===== src/shared/bsc_pkg.sv =====
// Constants, states and the comparator bundle of the buck switch controller.
// Assumes a single 20 MHz clock; non-overlap and sync limits are derived from CLK_HZ.
package bsc_pkg;
    localparam int unsigned CLK_HZ = 20_000_000;
    localparam int unsigned CLK_MHZ = CLK_HZ / 1_000_000;
    // Non-overlap between switch transitions, least time rounds up
    localparam int unsigned NONOVL_NS = 100;
    localparam int unsigned NONOVL_CYC = (NONOVL_NS * CLK_MHZ + 999) / 1000;
    // Accepted sync clock range; shortest period rounds up, longest down
    localparam int unsigned SYNC_FMAX_HZ = 1_400_000;
    localparam int unsigned SYNC_FMIN_HZ = 200_000;
    localparam int unsigned SYNC_PER_MIN = (CLK_HZ + SYNC_FMAX_HZ - 1) / SYNC_FMAX_HZ;
    localparam int unsigned SYNC_PER_MAX = CLK_HZ / SYNC_FMIN_HZ;
    localparam int unsigned SYNC_W = 8;
    // Internal oscillator default near 600 kHz
    localparam int unsigned OSC_PER_DEF = 33;
    localparam int unsigned SS_PERIODS = 1600;
    localparam int unsigned SS_W = 11;
    localparam int unsigned OC_LIMIT = 10;
    localparam int unsigned OC_W = 4;
    localparam int unsigned HICCUP_CYC = 4096;
    localparam int unsigned HIC_W = 13;
    localparam int unsigned PG_RISE_CYC = 1024;
    localparam int unsigned PG_FALL_CYC = 16;
    localparam int unsigned PG_W = 11;
    localparam int unsigned DT_W = 4;
    localparam int unsigned FOLD_W = 2;
    localparam logic [FOLD_W-1:0] FOLD_ZERO = 2'h0;

    typedef enum logic [1:0] {
        C_OFF = 2'h0,
        C_SS = 2'h1,
        C_RUN = 2'h3,
        C_HICCUP = 2'h2
    } bsc_ctrl_e;

    typedef enum logic [2:0] {
        S_IDLE = 3'h0,
        S_DT_HI = 3'h1,
        S_HIGH = 3'h3,
        S_DT_LO = 3'h2,
        S_LOW = 3'h6,
        S_OFF = 3'h7
    } bsc_sw_e;

    // Digitised comparator results, all asynchronous to clk_i
    typedef struct packed {
        logic en_above;       // Enable above rising threshold, hysteresis in comparator
        logic supply_ok;      // Input supply above lockout release, hysteresis in comparator
        logic over_temp;      // Over temperature, hysteresis in comparator
        logic peak_trip;      // Peak inductor current reached PWM demand
        logic cur_limit;      // Peak current limit reached
        logic sink_limit;     // Sink current limit reached
        logic fb_ge_0p4;      // Feedback at least 0.4 V
        logic fb_ge_0p2;      // Feedback at least 0.2 V
        logic fb_ge_0p7;      // Feedback reached 0.7 V
        logic fb_ge_0p63;     // Feedback still at or above 0.63 V
        logic fb_in_window;   // Feedback inside power-good window
        logic ss_above_fb;    // Soft-start value above feedback
        logic sync_clk;       // External synchronisation clock
    } bsc_cmp_s;
endpackage


===== src/design/bsc_core.sv =====
// Switch sequencing, soft start, foldback, power good and protection of a buck controller.
// Assumes comparator bundle from analog pins and a soft-start pin code from an ADC on clk_i.
//
// Operation
// - High side on at each period start
// - Peak trip: high off, low on till period
// - Enable comparator starts and stops regulator
// - Sync clock: switching edge half period later
// - Internal soft start spans 1600 periods
// - Target is minimum of three references
// - Without sync lock, block reverse current until soft start passes feedback
// - Power good only while feedback in window
// - Power good deglitch 1024 up, 16 down
// - Soft-start foldback: full, half, quarter rate
// - Current limit ends high side, counts event
// - Hiccup at ten events, or low feedback after soft start
// - Hiccup waits 4096 cycles, then retries or, under current limit, waits again
// - Sink limit: both off until next period
// - Overvoltage: both off from 0.7 to 0.63
// - Undervoltage lockout shuts down, restarts softly
// - Over temperature stops, restarts with soft start
`timescale 1ns/1ps
module bsc_core
    import bsc_pkg::*;
#(
    parameter int unsigned OSC_PER = OSC_PER_DEF,
    parameter logic [SS_W-1:0] REF_CODE = SS_W'(SS_PERIODS)
) (
    input wire logic clk_i,
    input wire logic srst_i,
    input wire bsc_cmp_s cmp_i,
    input wire logic [SS_W-1:0] ext_ss_code_i,
    output logic hs_on_o,
    output logic ls_on_o,
    output logic power_good_out_o,
    output logic power_good_out_oe_o,
    output logic [SS_W-1:0] target_o
);
    // Comparator synchroniser; stage one feeds only stage two
    bsc_cmp_s cmp_m, cmp_s;
    logic sync_d;

    always_ff @(posedge clk_i) begin
        if (srst_i) begin
            cmp_m <= '0;
            cmp_s <= '0;
            sync_d <= 1'b0;
        end else begin
            cmp_m <= cmp_i;
            cmp_s <= cmp_m;
            sync_d <= cmp_s.sync_clk;
        end
    end

    logic enable;
    assign enable = cmp_s.en_above && cmp_s.supply_ok && !cmp_s.over_temp;

    // Internal oscillator
    logic [SYNC_W-1:0] osc_cnt, next_osc_cnt;
    logic osc_tick;
    always_comb begin
        osc_tick = (osc_cnt == SYNC_W'(OSC_PER - 1));
        next_osc_cnt = osc_tick ? '0 : osc_cnt + 1'b1;
    end

    // Sync clock measurement and half-period placement
    logic [SYNC_W-1:0] sy_cnt, next_sy_cnt, sy_dly, next_sy_dly;
    logic sy_lock, next_sy_lock, sy_arm, next_sy_arm, sy_tick;
    logic sy_edge;
    always_comb begin
        sy_edge = cmp_s.sync_clk && !sync_d;
        next_sy_cnt = (sy_cnt == '1) ? sy_cnt : sy_cnt + 1'b1;
        next_sy_lock = sy_lock;
        next_sy_dly = sy_dly;
        next_sy_arm = sy_arm;
        sy_tick = 1'b0;
        if (sy_arm) begin
            if (sy_dly <= SYNC_W'(1)) begin
                sy_tick = sy_lock;
                next_sy_arm = 1'b0;
            end else begin
                next_sy_dly = sy_dly - 1'b1;
            end
        end
        if (sy_cnt > SYNC_W'(SYNC_PER_MAX)) begin
            next_sy_lock = 1'b0;
        end
        if (sy_edge) begin
            next_sy_cnt = SYNC_W'(1);
            next_sy_lock = (sy_cnt >= SYNC_W'(SYNC_PER_MIN))
                && (sy_cnt <= SYNC_W'(SYNC_PER_MAX));
            next_sy_dly = sy_cnt >> 1;
            next_sy_arm = 1'b1;
        end
    end

    // Base period tick and foldback gating
    logic base_tick, pstart;
    logic [FOLD_W-1:0] fold, next_fold;
    bsc_ctrl_e ctrl, next_ctrl;
    always_comb begin
        base_tick = sy_lock ? sy_tick : osc_tick;
        next_fold = base_tick ? fold + 1'b1 : fold;
        pstart = base_tick;
        if (ctrl == C_SS) begin
            if (!cmp_s.fb_ge_0p2) begin
                pstart = base_tick && (fold == FOLD_ZERO);
            end else if (!cmp_s.fb_ge_0p4) begin
                pstart = base_tick && !fold[0];
            end
        end
    end

    // Regulator control: soft start, hiccup, overvoltage, pre-bias
    logic [SS_W-1:0] ss_cnt, next_ss_cnt;
    logic [OC_W-1:0] oc_cnt, next_oc_cnt;
    logic [HIC_W-1:0] hic_cnt, next_hic_cnt;
    logic ovp_hold, next_ovp_hold, prebias, next_prebias;
    logic oc_event;
    always_comb begin
        next_ctrl = ctrl;
        next_ss_cnt = ss_cnt;
        next_oc_cnt = oc_cnt;
        next_hic_cnt = hic_cnt;
        next_ovp_hold = ovp_hold;
        next_prebias = prebias;
        if (cmp_s.fb_ge_0p7) begin
            next_ovp_hold = 1'b1;
        end else if (!cmp_s.fb_ge_0p63) begin
            next_ovp_hold = 1'b0;
        end
        if (cmp_s.ss_above_fb) begin
            next_prebias = 1'b0;
        end
        if (oc_event && oc_cnt != OC_W'(OC_LIMIT)) begin
            next_oc_cnt = oc_cnt + 1'b1;
        end
        unique case (ctrl)
            C_OFF: begin
                next_ss_cnt = '0;
                next_oc_cnt = '0;
                next_prebias = 1'b1;
                if (enable) begin
                    next_ctrl = C_SS;
                end
            end
            C_SS: begin
                if (base_tick && ss_cnt != SS_W'(SS_PERIODS)) begin
                    next_ss_cnt = ss_cnt + 1'b1;
                end
                if (ss_cnt == SS_W'(SS_PERIODS)) begin
                    next_ctrl = C_RUN;
                end
                if (oc_cnt == OC_W'(OC_LIMIT)) begin
                    next_ctrl = C_HICCUP;
                    next_hic_cnt = '0;
                end
            end
            C_RUN: begin
                if (oc_cnt == OC_W'(OC_LIMIT) || !cmp_s.fb_ge_0p4) begin
                    next_ctrl = C_HICCUP;
                    next_hic_cnt = '0;
                end
            end
            C_HICCUP: begin
                next_hic_cnt = hic_cnt + 1'b1;
                if (hic_cnt == HIC_W'(HICCUP_CYC - 1)) begin
                    next_hic_cnt = '0;
                    if (!cmp_s.cur_limit) begin
                        next_ctrl = C_SS;
                        next_ss_cnt = '0;
                        next_oc_cnt = '0;
                        next_prebias = 1'b1;
                    end
                end
            end
        endcase
        if (!enable) begin
            next_ctrl = C_OFF;
            next_hic_cnt = '0;
        end
    end

    // Switch sequencer with non-overlap gaps
    bsc_sw_e sw, next_sw;
    logic [DT_W-1:0] dt_cnt, next_dt_cnt;
    logic run, dt_done;
    always_comb begin
        run = (ctrl == C_SS || ctrl == C_RUN) && !ovp_hold;
        dt_done = (dt_cnt <= DT_W'(1));
        next_sw = sw;
        next_dt_cnt = dt_done ? dt_cnt : dt_cnt - 1'b1;
        oc_event = 1'b0;
        unique case (sw)
            S_IDLE, S_OFF: begin
                if (pstart) begin
                    next_sw = S_DT_HI;
                    next_dt_cnt = DT_W'(NONOVL_CYC);
                end
            end
            S_DT_HI: begin
                if (dt_done) begin
                    next_sw = S_HIGH;
                end
            end
            S_HIGH: begin
                if (cmp_s.peak_trip || cmp_s.cur_limit) begin
                    next_sw = S_DT_LO;
                    next_dt_cnt = DT_W'(NONOVL_CYC);
                    oc_event = cmp_s.cur_limit;
                end
            end
            S_DT_LO: begin
                if (dt_done) begin
                    next_sw = S_LOW;
                end
            end
            S_LOW: begin
                if (pstart) begin
                    next_sw = S_DT_HI;
                    next_dt_cnt = DT_W'(NONOVL_CYC);
                end else if (cmp_s.sink_limit) begin
                    next_sw = S_OFF;
                end
            end
        endcase
        if (!run) begin
            next_sw = S_IDLE;
        end
    end

    // Power-good deglitch, counted in switching periods
    logic pg, next_pg;
    logic [PG_W-1:0] pg_cnt, next_pg_cnt;
    always_comb begin
        next_pg = pg;
        next_pg_cnt = pg_cnt;
        if (ctrl == C_OFF) begin
            next_pg = 1'b0;
            next_pg_cnt = '0;
        end else if (pg == cmp_s.fb_in_window) begin
            next_pg_cnt = '0;
        end else if (base_tick) begin
            next_pg_cnt = pg_cnt + 1'b1;
            if (!pg && pg_cnt == PG_W'(PG_RISE_CYC - 1)) begin
                next_pg = 1'b1;
                next_pg_cnt = '0;
            end
            if (pg && pg_cnt == PG_W'(PG_FALL_CYC - 1)) begin
                next_pg = 1'b0;
                next_pg_cnt = '0;
            end
        end
    end

    // Reference selection; pin code is already in reference units
    logic [SS_W-1:0] next_target;
    always_comb begin
        next_target = REF_CODE;
        if (ss_cnt < next_target) begin
            next_target = ss_cnt;
        end
        if (ext_ss_code_i < next_target) begin
            next_target = ext_ss_code_i;
        end
    end

    always_ff @(posedge clk_i) begin
        if (srst_i) begin
            osc_cnt <= '0;
            sy_cnt <= '0;
            sy_dly <= '0;
            sy_lock <= 1'b0;
            sy_arm <= 1'b0;
            fold <= '0;
            ctrl <= C_OFF;
            ss_cnt <= '0;
            oc_cnt <= '0;
            hic_cnt <= '0;
            ovp_hold <= 1'b0;
            prebias <= 1'b1;
            sw <= S_IDLE;
            dt_cnt <= '0;
            pg <= 1'b0;
            pg_cnt <= '0;
            hs_on_o <= 1'b0;
            ls_on_o <= 1'b0;
            power_good_out_o <= 1'b0;
            power_good_out_oe_o <= 1'b1;
            target_o <= '0;
        end else begin
            osc_cnt <= next_osc_cnt;
            sy_cnt <= next_sy_cnt;
            sy_dly <= next_sy_dly;
            sy_lock <= next_sy_lock;
            sy_arm <= next_sy_arm;
            fold <= next_fold;
            ctrl <= next_ctrl;
            ss_cnt <= next_ss_cnt;
            oc_cnt <= next_oc_cnt;
            hic_cnt <= next_hic_cnt;
            ovp_hold <= next_ovp_hold;
            prebias <= next_prebias;
            sw <= next_sw;
            dt_cnt <= next_dt_cnt;
            pg <= next_pg;
            pg_cnt <= next_pg_cnt;
            // Drives follow the next state so both come straight from flops
            hs_on_o <= (next_sw == S_HIGH);
            // Without reverse-current sensing or sync lock, low side stays off while pre-biased
            ls_on_o <= (next_sw == S_LOW) && !(next_prebias && !sy_lock);
            power_good_out_o <= 1'b0;
            power_good_out_oe_o <= !next_pg;
            target_o <= next_target;
        end
    end
endmodule


===== config.mk =====
export PLATFORM = sky130hd
export DESIGN_NAME = bsc_core
export DESIGN_NICKNAME = d
export VERILOG_FILES = /design/src/shared/bsc_pkg.sv /design/src/design/bsc_core.sv
export SDC_FILE = /design/constraint.sdc
export NUM_CORES = 1
export LEC_CHECK = 0
export BUFFER_PORTS_ARGS = -buffer_cell sky130_fd_sc_hd__buf_2
export CAP_MARGIN = 20
export CORE_MARGIN = 5
export CORE_UTILIZATION = 29
export DETAILED_ROUTE_END_ITERATION = 8
export GPL_TIMING_DRIVEN = 1
export SYNTH_ARGS = -nofsm -noshare
export SYNTH_HDL_FRONTEND = slang
export SYNTH_SLANG_ARGS = --single-unit

===== constraint.sdc =====
create_clock -name clk_i -period 7.9 [get_ports clk_i]
set_clock_uncertainty 0.05 [all_clocks]
set_input_delay 0.79 -clock clk_i [delete_from_list [all_inputs] [get_ports clk_i]]
set_output_delay 0.79 -clock clk_i [all_outputs]
set_load 0.02 [all_outputs]

Word level (Yosys, flattened, before mapping). Cells that the tools add are included.

RAM bits: 0. Register bits after elaboration: 120. Memories: 0. Latch bits: 0. Output and inout port bits: 15. Input port bits: 26. Memory bits (read-only): 0.

Mux-type cells: 63. Add/subtract/negate cells: 9. Div/mod/pow operators: 0. $lt $le $gt $ge: 7. Shift operators: 0. Reductions and logical operators: 43. Bitwise logic cells: 2. Equal/unequal tests: 29. Multipliers: 0.

Operator list (count): two-way mux 11 bit (7); two-way mux 13 bit (3); one-hot mux 13 bit (3 select lines) (1); one-hot mux 11 bit (3 select lines) (1); two-way mux 1 bit (25); two-way mux 4 bit (6); adder 11 x 1 -> 11 bit, second input constant (2); two-way mux 3 bit (7); two-way mux 7 bit (3); adder 8 x 1 -> 8 bit, second input constant (2); one-hot mux 4 bit (2 select lines) (2); one-hot mux 3 bit (5 select lines) (1); adder 13 x 1 -> 13 bit, second input constant (1); == test 13 x 12 -> 1 bit, second input constant (1); logical AND 1 bit (13); == test 11 x 10 -> 1 bit, second input constant (1); == test 11 bit, second input constant (1); == test 11 x 4 -> 1 bit, second input constant (1); < comparator 11 bit (1); < comparator 11 bit, second input constant (1); inequality test 11 bit, second input constant (1); two-way mux 2 bit (5); inequality test 2 bit, second input constant (5); == test 3 x 2 -> 1 bit, second input constant (3); 34 further kinds (59).

Logic depth before layout (Yosys ltp). Gate-level depths: netlist of the first run.

Depth after elaboration: 13. Mapped depth: 11. Gate-level depth less buffers: 9.

Least setup slack after synthesis of the first run. OpenSTA, ideal clock, no wires.

Kind: reg2reg. Start point: reg ss_cnt[7]. End point: reg target_o[10]. Arrival: 2.832 ns. Required time: 7.778 ns. Slack: 4.946 ns. Period minus slack after synthesis: 2.954 ns. Setup time: 0.072 ns. Cell stages (with the launch flop): 12. Cell sequence: dfxtp_1 clkbuf_1 o311ai_1 clkbuf_1 nand2_1 ha_1 a21o_1 a21o_1 a21oi_1 o221a_2 buf_2 mux2i_1.

Word-level cells in the longest chain between the ends: 4.

Ends and longest elaborated chain: start: declaration (line bsc_core.sv:115) `logic [SS_W-1:0] ss_cnt, next_ss_cnt;`; start signal: assignment (line bsc_core.sv:299) `ss_cnt <= next_ss_cnt;`; < comparator 11 bit (line bsc_core.sv:260) `if (ss_cnt < next_target) begin`; two-way mux 11 bit (*) (line bsc_core.sv:260); < comparator 11 bit (line bsc_core.sv:263) `if (ext_ss_code_i < next_target) begin`; two-way mux 11 bit (*) (line bsc_core.sv:263); end signal: assignment (line bsc_core.sv:314) `target_o <= next_target;`; end: declaration (line bsc_core.sv:37) `output logic [SS_W-1:0] target_o`.

Every way passes the cells marked *; elsewhere a longest branch is shown, timed or not. A chain may end at the register's enable or synchronous reset.

Worst setup path in the final report of the first run.
Start point: reg hic_cnt[3]. End point: reg ss_cnt[10].

Word-level cells in the longest chain between the ends: 3.

Ends and longest elaborated chain: start: declaration (line bsc_core.sv:117) `logic [HIC_W-1:0] hic_cnt, next_hic_cnt;`; start signal: assignment (line bsc_core.sv:301) `hic_cnt <= next_hic_cnt;`; == test 13 x 12 -> 1 bit (line bsc_core.sv:167) `if (hic_cnt == HIC_W'(HICCUP_CYC - 1)) begin`; inequality test 2 bit (no line); AND reduction 4 bit (no line).

No other way between the ends.

==> results of run 1 <==
-- per-stage QoR --
| step | std cells | setup slack (ns) | utilization [%] | instance area (sq um) |
|---|---|---|---|---|
| global route | 913 | 4.75 | 35.0 | 6570 |
| detailed placement | 880 | 4.75 | 31.9 | 5980 |
| finish | 913 | 5.16 | 35.0 | 6570 |
| CTS | 912 | 4.70 | 35.0 | 6560 |
| global placement | 880 | 4.81 | 31.9 | 5980 |
| floorplan | 629 | 4.95 | - | 5560 |
-- power breakdown --
part           leakage [uW]  internal (uW)  total [uW]  switching [uW]
clock network      0.000275            480         752             272
registers          0.000977            628         644            15.9
logic               0.00117           53.0         117            63.6
-- metal layers --
| layer | vias up | wire, microns | global-route usage (%) |
|---|---|---|---|
| met5 | - | 0 | 0 |
| met4 | 0 | 227 | 5.17 |
| met3 | 16 | 408 | 2.77 |
| met2 | 72 | 5420 | 18.5 |
| met1 | 2065 | 5650 | 14.4 |
| li1 | 2308 | - | - |
-- cells by family (layout without fill, tap and decap cells) --
family                     after synthesis  in the layout  synth area share, %
and+or+nand+nor                        259            259                 23.9
DFF                                    120            120                 43.2
AOI/OAI and AO/OA                      116            116                 14.6
buffers and inverters                   54            104                 3.76
xor gates and xnor gates                39             39                 6.14
adders and majority gates               25             25                 5.62
muxes                                   15             15                 2.70
other                                    1              1               0.0674
-- critical path: cells and delay by family (launching register included) --
kind	cells	cell delay, ns
muxes	1	0.21
AOI/OAI and AO/OA	2	1.16
and+or+nand+nor	2	0.86
DFF	1	0.38
-- registers in the layout, indices dropped and copies added, names as in the netlist, 2 cells and up --
register  flops
cmp_m        13
cmp_s        13
ctrl          2
dt_cnt        4
fold          2
hic_cnt      13
oc_cnt        4
osc_cnt       8
pg_cnt       11
ss_cnt       11
sw            3
sy_cnt        8
sy_dly        8
target_o     11
-- final cells by class --
type                    instances  area, sq um  share of cell area [%]
clock inverters                11          123                    1.87
clock buffers                  21          460                    7.01
repair buffers                 44          236                    3.60
flip-flops and latches        120         2400                    36.6
inverters                      28          105                    1.60
multi-input cells             455         2950                    44.9
well taps                     234          293                    4.45
-- worst paths after layout --
path              startpoint    endpoint  slack, ns  cells past startpoint
setup reg to reg  hic_cnt[3]  ss_cnt[10]       5.16                      5
hold / removal      cmp_m[4]    cmp_s[4]       0.38                      1
hold reg to reg     cmp_m[4]    cmp_s[4]       0.38                      1
setup / recovery  hic_cnt[3]  ss_cnt[10]       5.16                      5
-- cells in the final DEF (no fill, tap or decap), types with 3 or more instances in the layout --
cell type / instances
a31oi_1: 7
o2111ai_1: 11
clkinvlp_4: 4
and2_1: 4
o21a_1: 3
a21o_1: 6
xnor2_1: 18
nand3_1: 25
xor2_1: 21
buf_2: 39
o21ai_0: 20
and4_1: 4
nand4_1: 10
and3_1: 9
nor2_1: 64
nand2_1: 59
mux2i_1: 15
a211oi_1: 4
a21oi_1: 30
ha_1: 25
o211ai_1: 4
dfxtp_1: 120
clkbuf_16: 17
inv_1: 26
nand2b_1: 7
a2111o_1: 6
nor2b_1: 30
nor3_1: 14
buf_4: 4
clkinv_2: 3
nor4_1: 10
nand3b_1: 3
nor4b_1: 3
==> metrics, run 1 <==
critical path endpoint category=flip-flop; final-stage net count=717; mapped cell area=5560 sq um; Initial DRC Count=218; #FFs+latches synth=120; cell accounting for the most synthesized area=dfxtp_1; Worst EP arrival=3.03 ns; core area=18800 sq um; ys async rst share=0%; main area contributors after synthesis=dfxtp_1 43%, ha_1 5.6%, nor2_1 4.3%, nand2_1 4.0%, nor2b_1 3.4%; maximum clock frequency=365 MHz; drt pass-1 iters=5; die area=22100 sq um; DRC=0; CTS buffer count=17; clock root cell=clkbuf_16; Fill cells=1961; Tot Pwr=1510 uW; crit path max-delay cell type=o41ai_1; WL final=11700 microns; first-pass GRT wire length=20800 microns; setup TNS=0 ns; remaining antenna violation count=0; crit path max fanout=19; final cycle utilization of the critical path=34.7%; Slew HR=50.0%; Die X=149 microns; final RePlAce weighted congestion=0.783; WL per Instance=12.8 microns; Yosys warnings=0; crit path cell chain=nand4_1, o41ai_1, nand2_1, a2111oi_2, mux2i_1; hold_buf cts=0; Yosys cell types=72; pin count of the biggest net entering global routing=50; number of global-route vias before repair=4365; final hold viol count=0; Overflow after GRT=0; initial antenna violation count=0; top cell type's share of synthesized area=43.2%; Global Route Usage Sum=11.4%; via count=4461; critical path's largest stage delay=0.69 ns; # diodes=0; Top Ports=41; CTS tree=built; Post-Syn Area per Cell=8.85 sq um; Die Y=149 microns; Tmin final=2.74 ns; Post-synth EDFFs=0; Synth top cells by count=120 x dfxtp_1, 64 x nor2_1, 59 x nand2_1; critical path class=flip-flop to flip-flop; maximum capacitance violations=0; Post-CTS Setup Bufs=0; clock tree buffer depth=2; worst min-delay path class=flip-flop to flip-flop; Peak VDD IR=0.143 mV; RSZ-0062 raised after global routing=no; Port-buffer cells=39; Final HPWL DP=8030 microns; final setup violation count=0; PD cells=230 nW/um^2; via density per instance=4.89; Hold WS=0.382 ns; crit start category=flip-flop; Mapped Cells=629; top-count cell post-synth=dfxtp_1; clk slew on worst S/H paths=0.06 ns; Slew @ Worst Pin=0.750 ns; layout cells sized above 1=12.7%; commonest register cell after synthesis=dfxtp_1; Clk Latency, worst-skew pair=0.41 ns; # rows=50; standby leakage power=0.00243 uW; # clock sinks=120; Worst EP required=8.19 ns; Area Overhead vs Synth=18.1%; post-CTS sizing=0; status=complete, no violations; H-tree Lvls=4; Seq/Total Area, Yosys=43.2%; Pins Over Slew Limit=0; Syn Nets=680; Initial Utilization=29.6%
(Power assumes the default switching activity.)
==> run 2, diff against run 1 <==
==> constraint.sdc (replaced) <==
create_clock -name clk_i -period 2.3 [get_ports clk_i]
set_clock_uncertainty 0.05 [all_clocks]
set_input_delay 0.23 -clock clk_i [delete_from_list [all_inputs] [get_ports clk_i]]
set_output_delay 0.23 -clock clk_i [all_outputs]
set_load 0.02 [all_outputs]
==> run 2 against run 1 <==
Against the previous run: global-route usage decreased by 0.058 points; core utilization increased by 3.5 points; register-to-register slack got worse by 5.1 ns; worst setup slack got worse by 5.1 ns; cell count increased by 5.1%; largest power group unchanged.
==> metrics, run 2 (synthesized netlist as in run 1, its figures left out) <==
status=complete, no violations; H-tree Lvls=4 (unchanged); via count=4560 (+2.2%); via density per instance=4.75 (-2.8%); Slew @ Worst Pin=0.792 ns (+0.0420 ns); Tmin final=2.26 ns (-0.475 ns); Pins Over Slew Limit=0 (unchanged); met1 GRT Util=14.4% (+0.056 points); Post-Layout Cell Count=960 (+5.1%); Worst EP arrival=2.56 ns (-0.47 ns); number of global-route vias before repair=4359 (-0.14%); placed insts=908 (+3.2%); pre-CTS setup slack=0.0155 ns (-4.73 ns); remaining antenna violation count=0 (unchanged); Initial DRC Count=257 (+18%); Clock power frac=51.2% (+1.5 points); WL final=12100 microns (+3.3%); GRT met2 Usage=18.3% (-0.20 points); maximum clock frequency=442 MHz (+21%); Psw=1250 uW (+260%); Area Overhead vs Synth=30.0%; clk slew on worst S/H paths=0.05 ns (about the same); critical path class=flip-flop to flip-flop; Worst Setup Slack, final=0.0362 ns (-5.13 ns); Combinational Power Share=8.4% (+0.7 points); Regs by FF count=cmp_m: 13 flops, cmp_s: 13 flops, hic_cnt: 13 flops; Die Y=149 microns (unchanged); commonest non-fill, non-tap cell in the layout=dfxtp_1; die area=22100 sq um (unchanged); maximum capacitance violations=0 (unchanged); final-stage net count=764 (+6.6%); final setup violation count=0 (unchanged); standby leakage power=0.00272 uW (+12%); clock root cell=clkbuf_16; Sw Ratio=22.9% (-0.38 points); Port-buffer cells=39 (unchanged); M3 GR Usage=3.23% (+0.46 points); placed cell areas=6270 sq um (+4.9%); layout cells sized above 1=19.0% (+6.3 points); Final HPWL DP=8450 microns (+5.3%); crit start category=flip-flop; GRT Max-Usage Layer=met2; crit path max fanout=7 (-12); # diodes=0 (unchanged); Clk Latency, worst-skew pair=0.42 ns (about the same); final hold viol count=0 (unchanged); worst min-delay path class=input port to flip-flop; RSZ-0062 raised after global routing=yes; Slew HR=47.2% (-2.8 points); Worst EP required=2.60 ns (-5.59 ns); PD cells=757 nW/um^2 (+230%); internal power=4220 uW (+260%); Tot Pwr=5470 uW (+260%); critical path endpoint category=flip-flop; core area=18800 sq um (unchanged); WL per Instance=12.6 microns (-1.8%); DRC=0 (unchanged); pin count of the biggest net entering global routing=39 (-22%); # rows=50 (unchanged); initial antenna violation count=0 (unchanged); CTS tree=built; Finished Cell Area=7230 sq um (+10%); Top Ports=41 (unchanged); Die X=149 microns (unchanged); # clock sinks=120 (unchanged); CTS buffer count=17 (unchanged); first-pass GRT wire length=20400 microns (-1.9%); Initial Utilization=29.6% (unchanged); fraction of power consumed by sequential logic=40.4% (-2.2 points); Overflow after GRT=0 (unchanged); clock tree buffer depth=2 (unchanged); final RePlAce weighted congestion=0.792 (+1.1%); Peak VDD IR=0.533 mV (+270%); most frequent cells in the layout=118 x dfxtp_1, 64 x nor2_1, 57 x nand2_1, 39 x buf_2; drt pass-1 iters=4 (-1); final cycle utilization of the critical path=98.4% (+64 points); Global Route Usage Sum=11.3% (-0.058 points)
## run 2: cell types whose count changed in the layout (fill, tap and decap cells not counted), sizes merged
| cell | previous run | this run |
|---|---|---|
| bufinv | 2 | 4 |
| clkinv | 6 | 7 |
| inv | 27 | 26 |
| clkinvlp | 4 | 3 |
| buf | 44 | 77 |
| clkbuf | 21 | 22 |
| dlygate4sd3 | 0 | 12 |
## run 2: worst max-delay path, stage by stage, from the launching register on
cell and delay [ns]:
dfxtp_2 0.33, o311ai_4 0.34, buf_12 0.17, nand2_4 0.05, ha_4 0.23, a21o_1 0.15, a21o_1 0.16, a21oi_2 0.13
o221a_2 0.26, clkbuf_16 0.16, mux2i_1 0.17
## run 2: repair_timing
item / in CTS / in global routing
setup buffers: 0 / 6
endpoints found under the setup margin: 0 / 37
endpoints found under the hold margin: 12 / 0
gates resized for setup: 0 / 25
hold buffers: 12 / 0
## run 2: power groups by stage
stage	logic [uW]	clock network, uW	registers (uW)
floorplan	313	0	2250
global placement	423	0	2250
detailed placement	426	0	2250
CTS	445	2860	2210
global route	514	2950	2220
finish	458	2800	2210
## run 2: per-stage QoR
stage | hold WS, ns | setup TNS, ns | utilization (%)
finish | 0.00774 | 0 | 38.5
global route | 0.00709 | -0.871 | 38.5
CTS | 0.00261 | 0 | 37.4
detailed placement | 0.371 | 0 | 33.4
global placement | 0.367 | 0 | 33.4
floorplan | 0.308 | -0.786 | -
## run 2: final timing paths
kind	startpoint	endpoint	slack, ns	depth (start not counted)
max reg2reg	ss_cnt[7]	target_o[10]	0.04	10
max	ss_cnt[7]	target_o[10]	0.04	10
min	cmp_i[5]	cmp_m[5]	0.008	2
min reg2reg	cmp_s[4]	ovp_hold	0.38	2
## run 2: routing by layer
layer	vias to the layer above	share of wire (%)
li1	2401	-
met1	2094	48
met2	53	48
met3	12	2.9
met4	0	1.2
met5	-	0
## run 2: cell type report
type	count	area, sq um
repair buffers	91	702
inverters	28	105
fillers	1879	11500
flip-flops and latches	120	2400
multi-input cells	455	3100
clock inverters	12	175
well taps	234	293
clock buffers	20	447
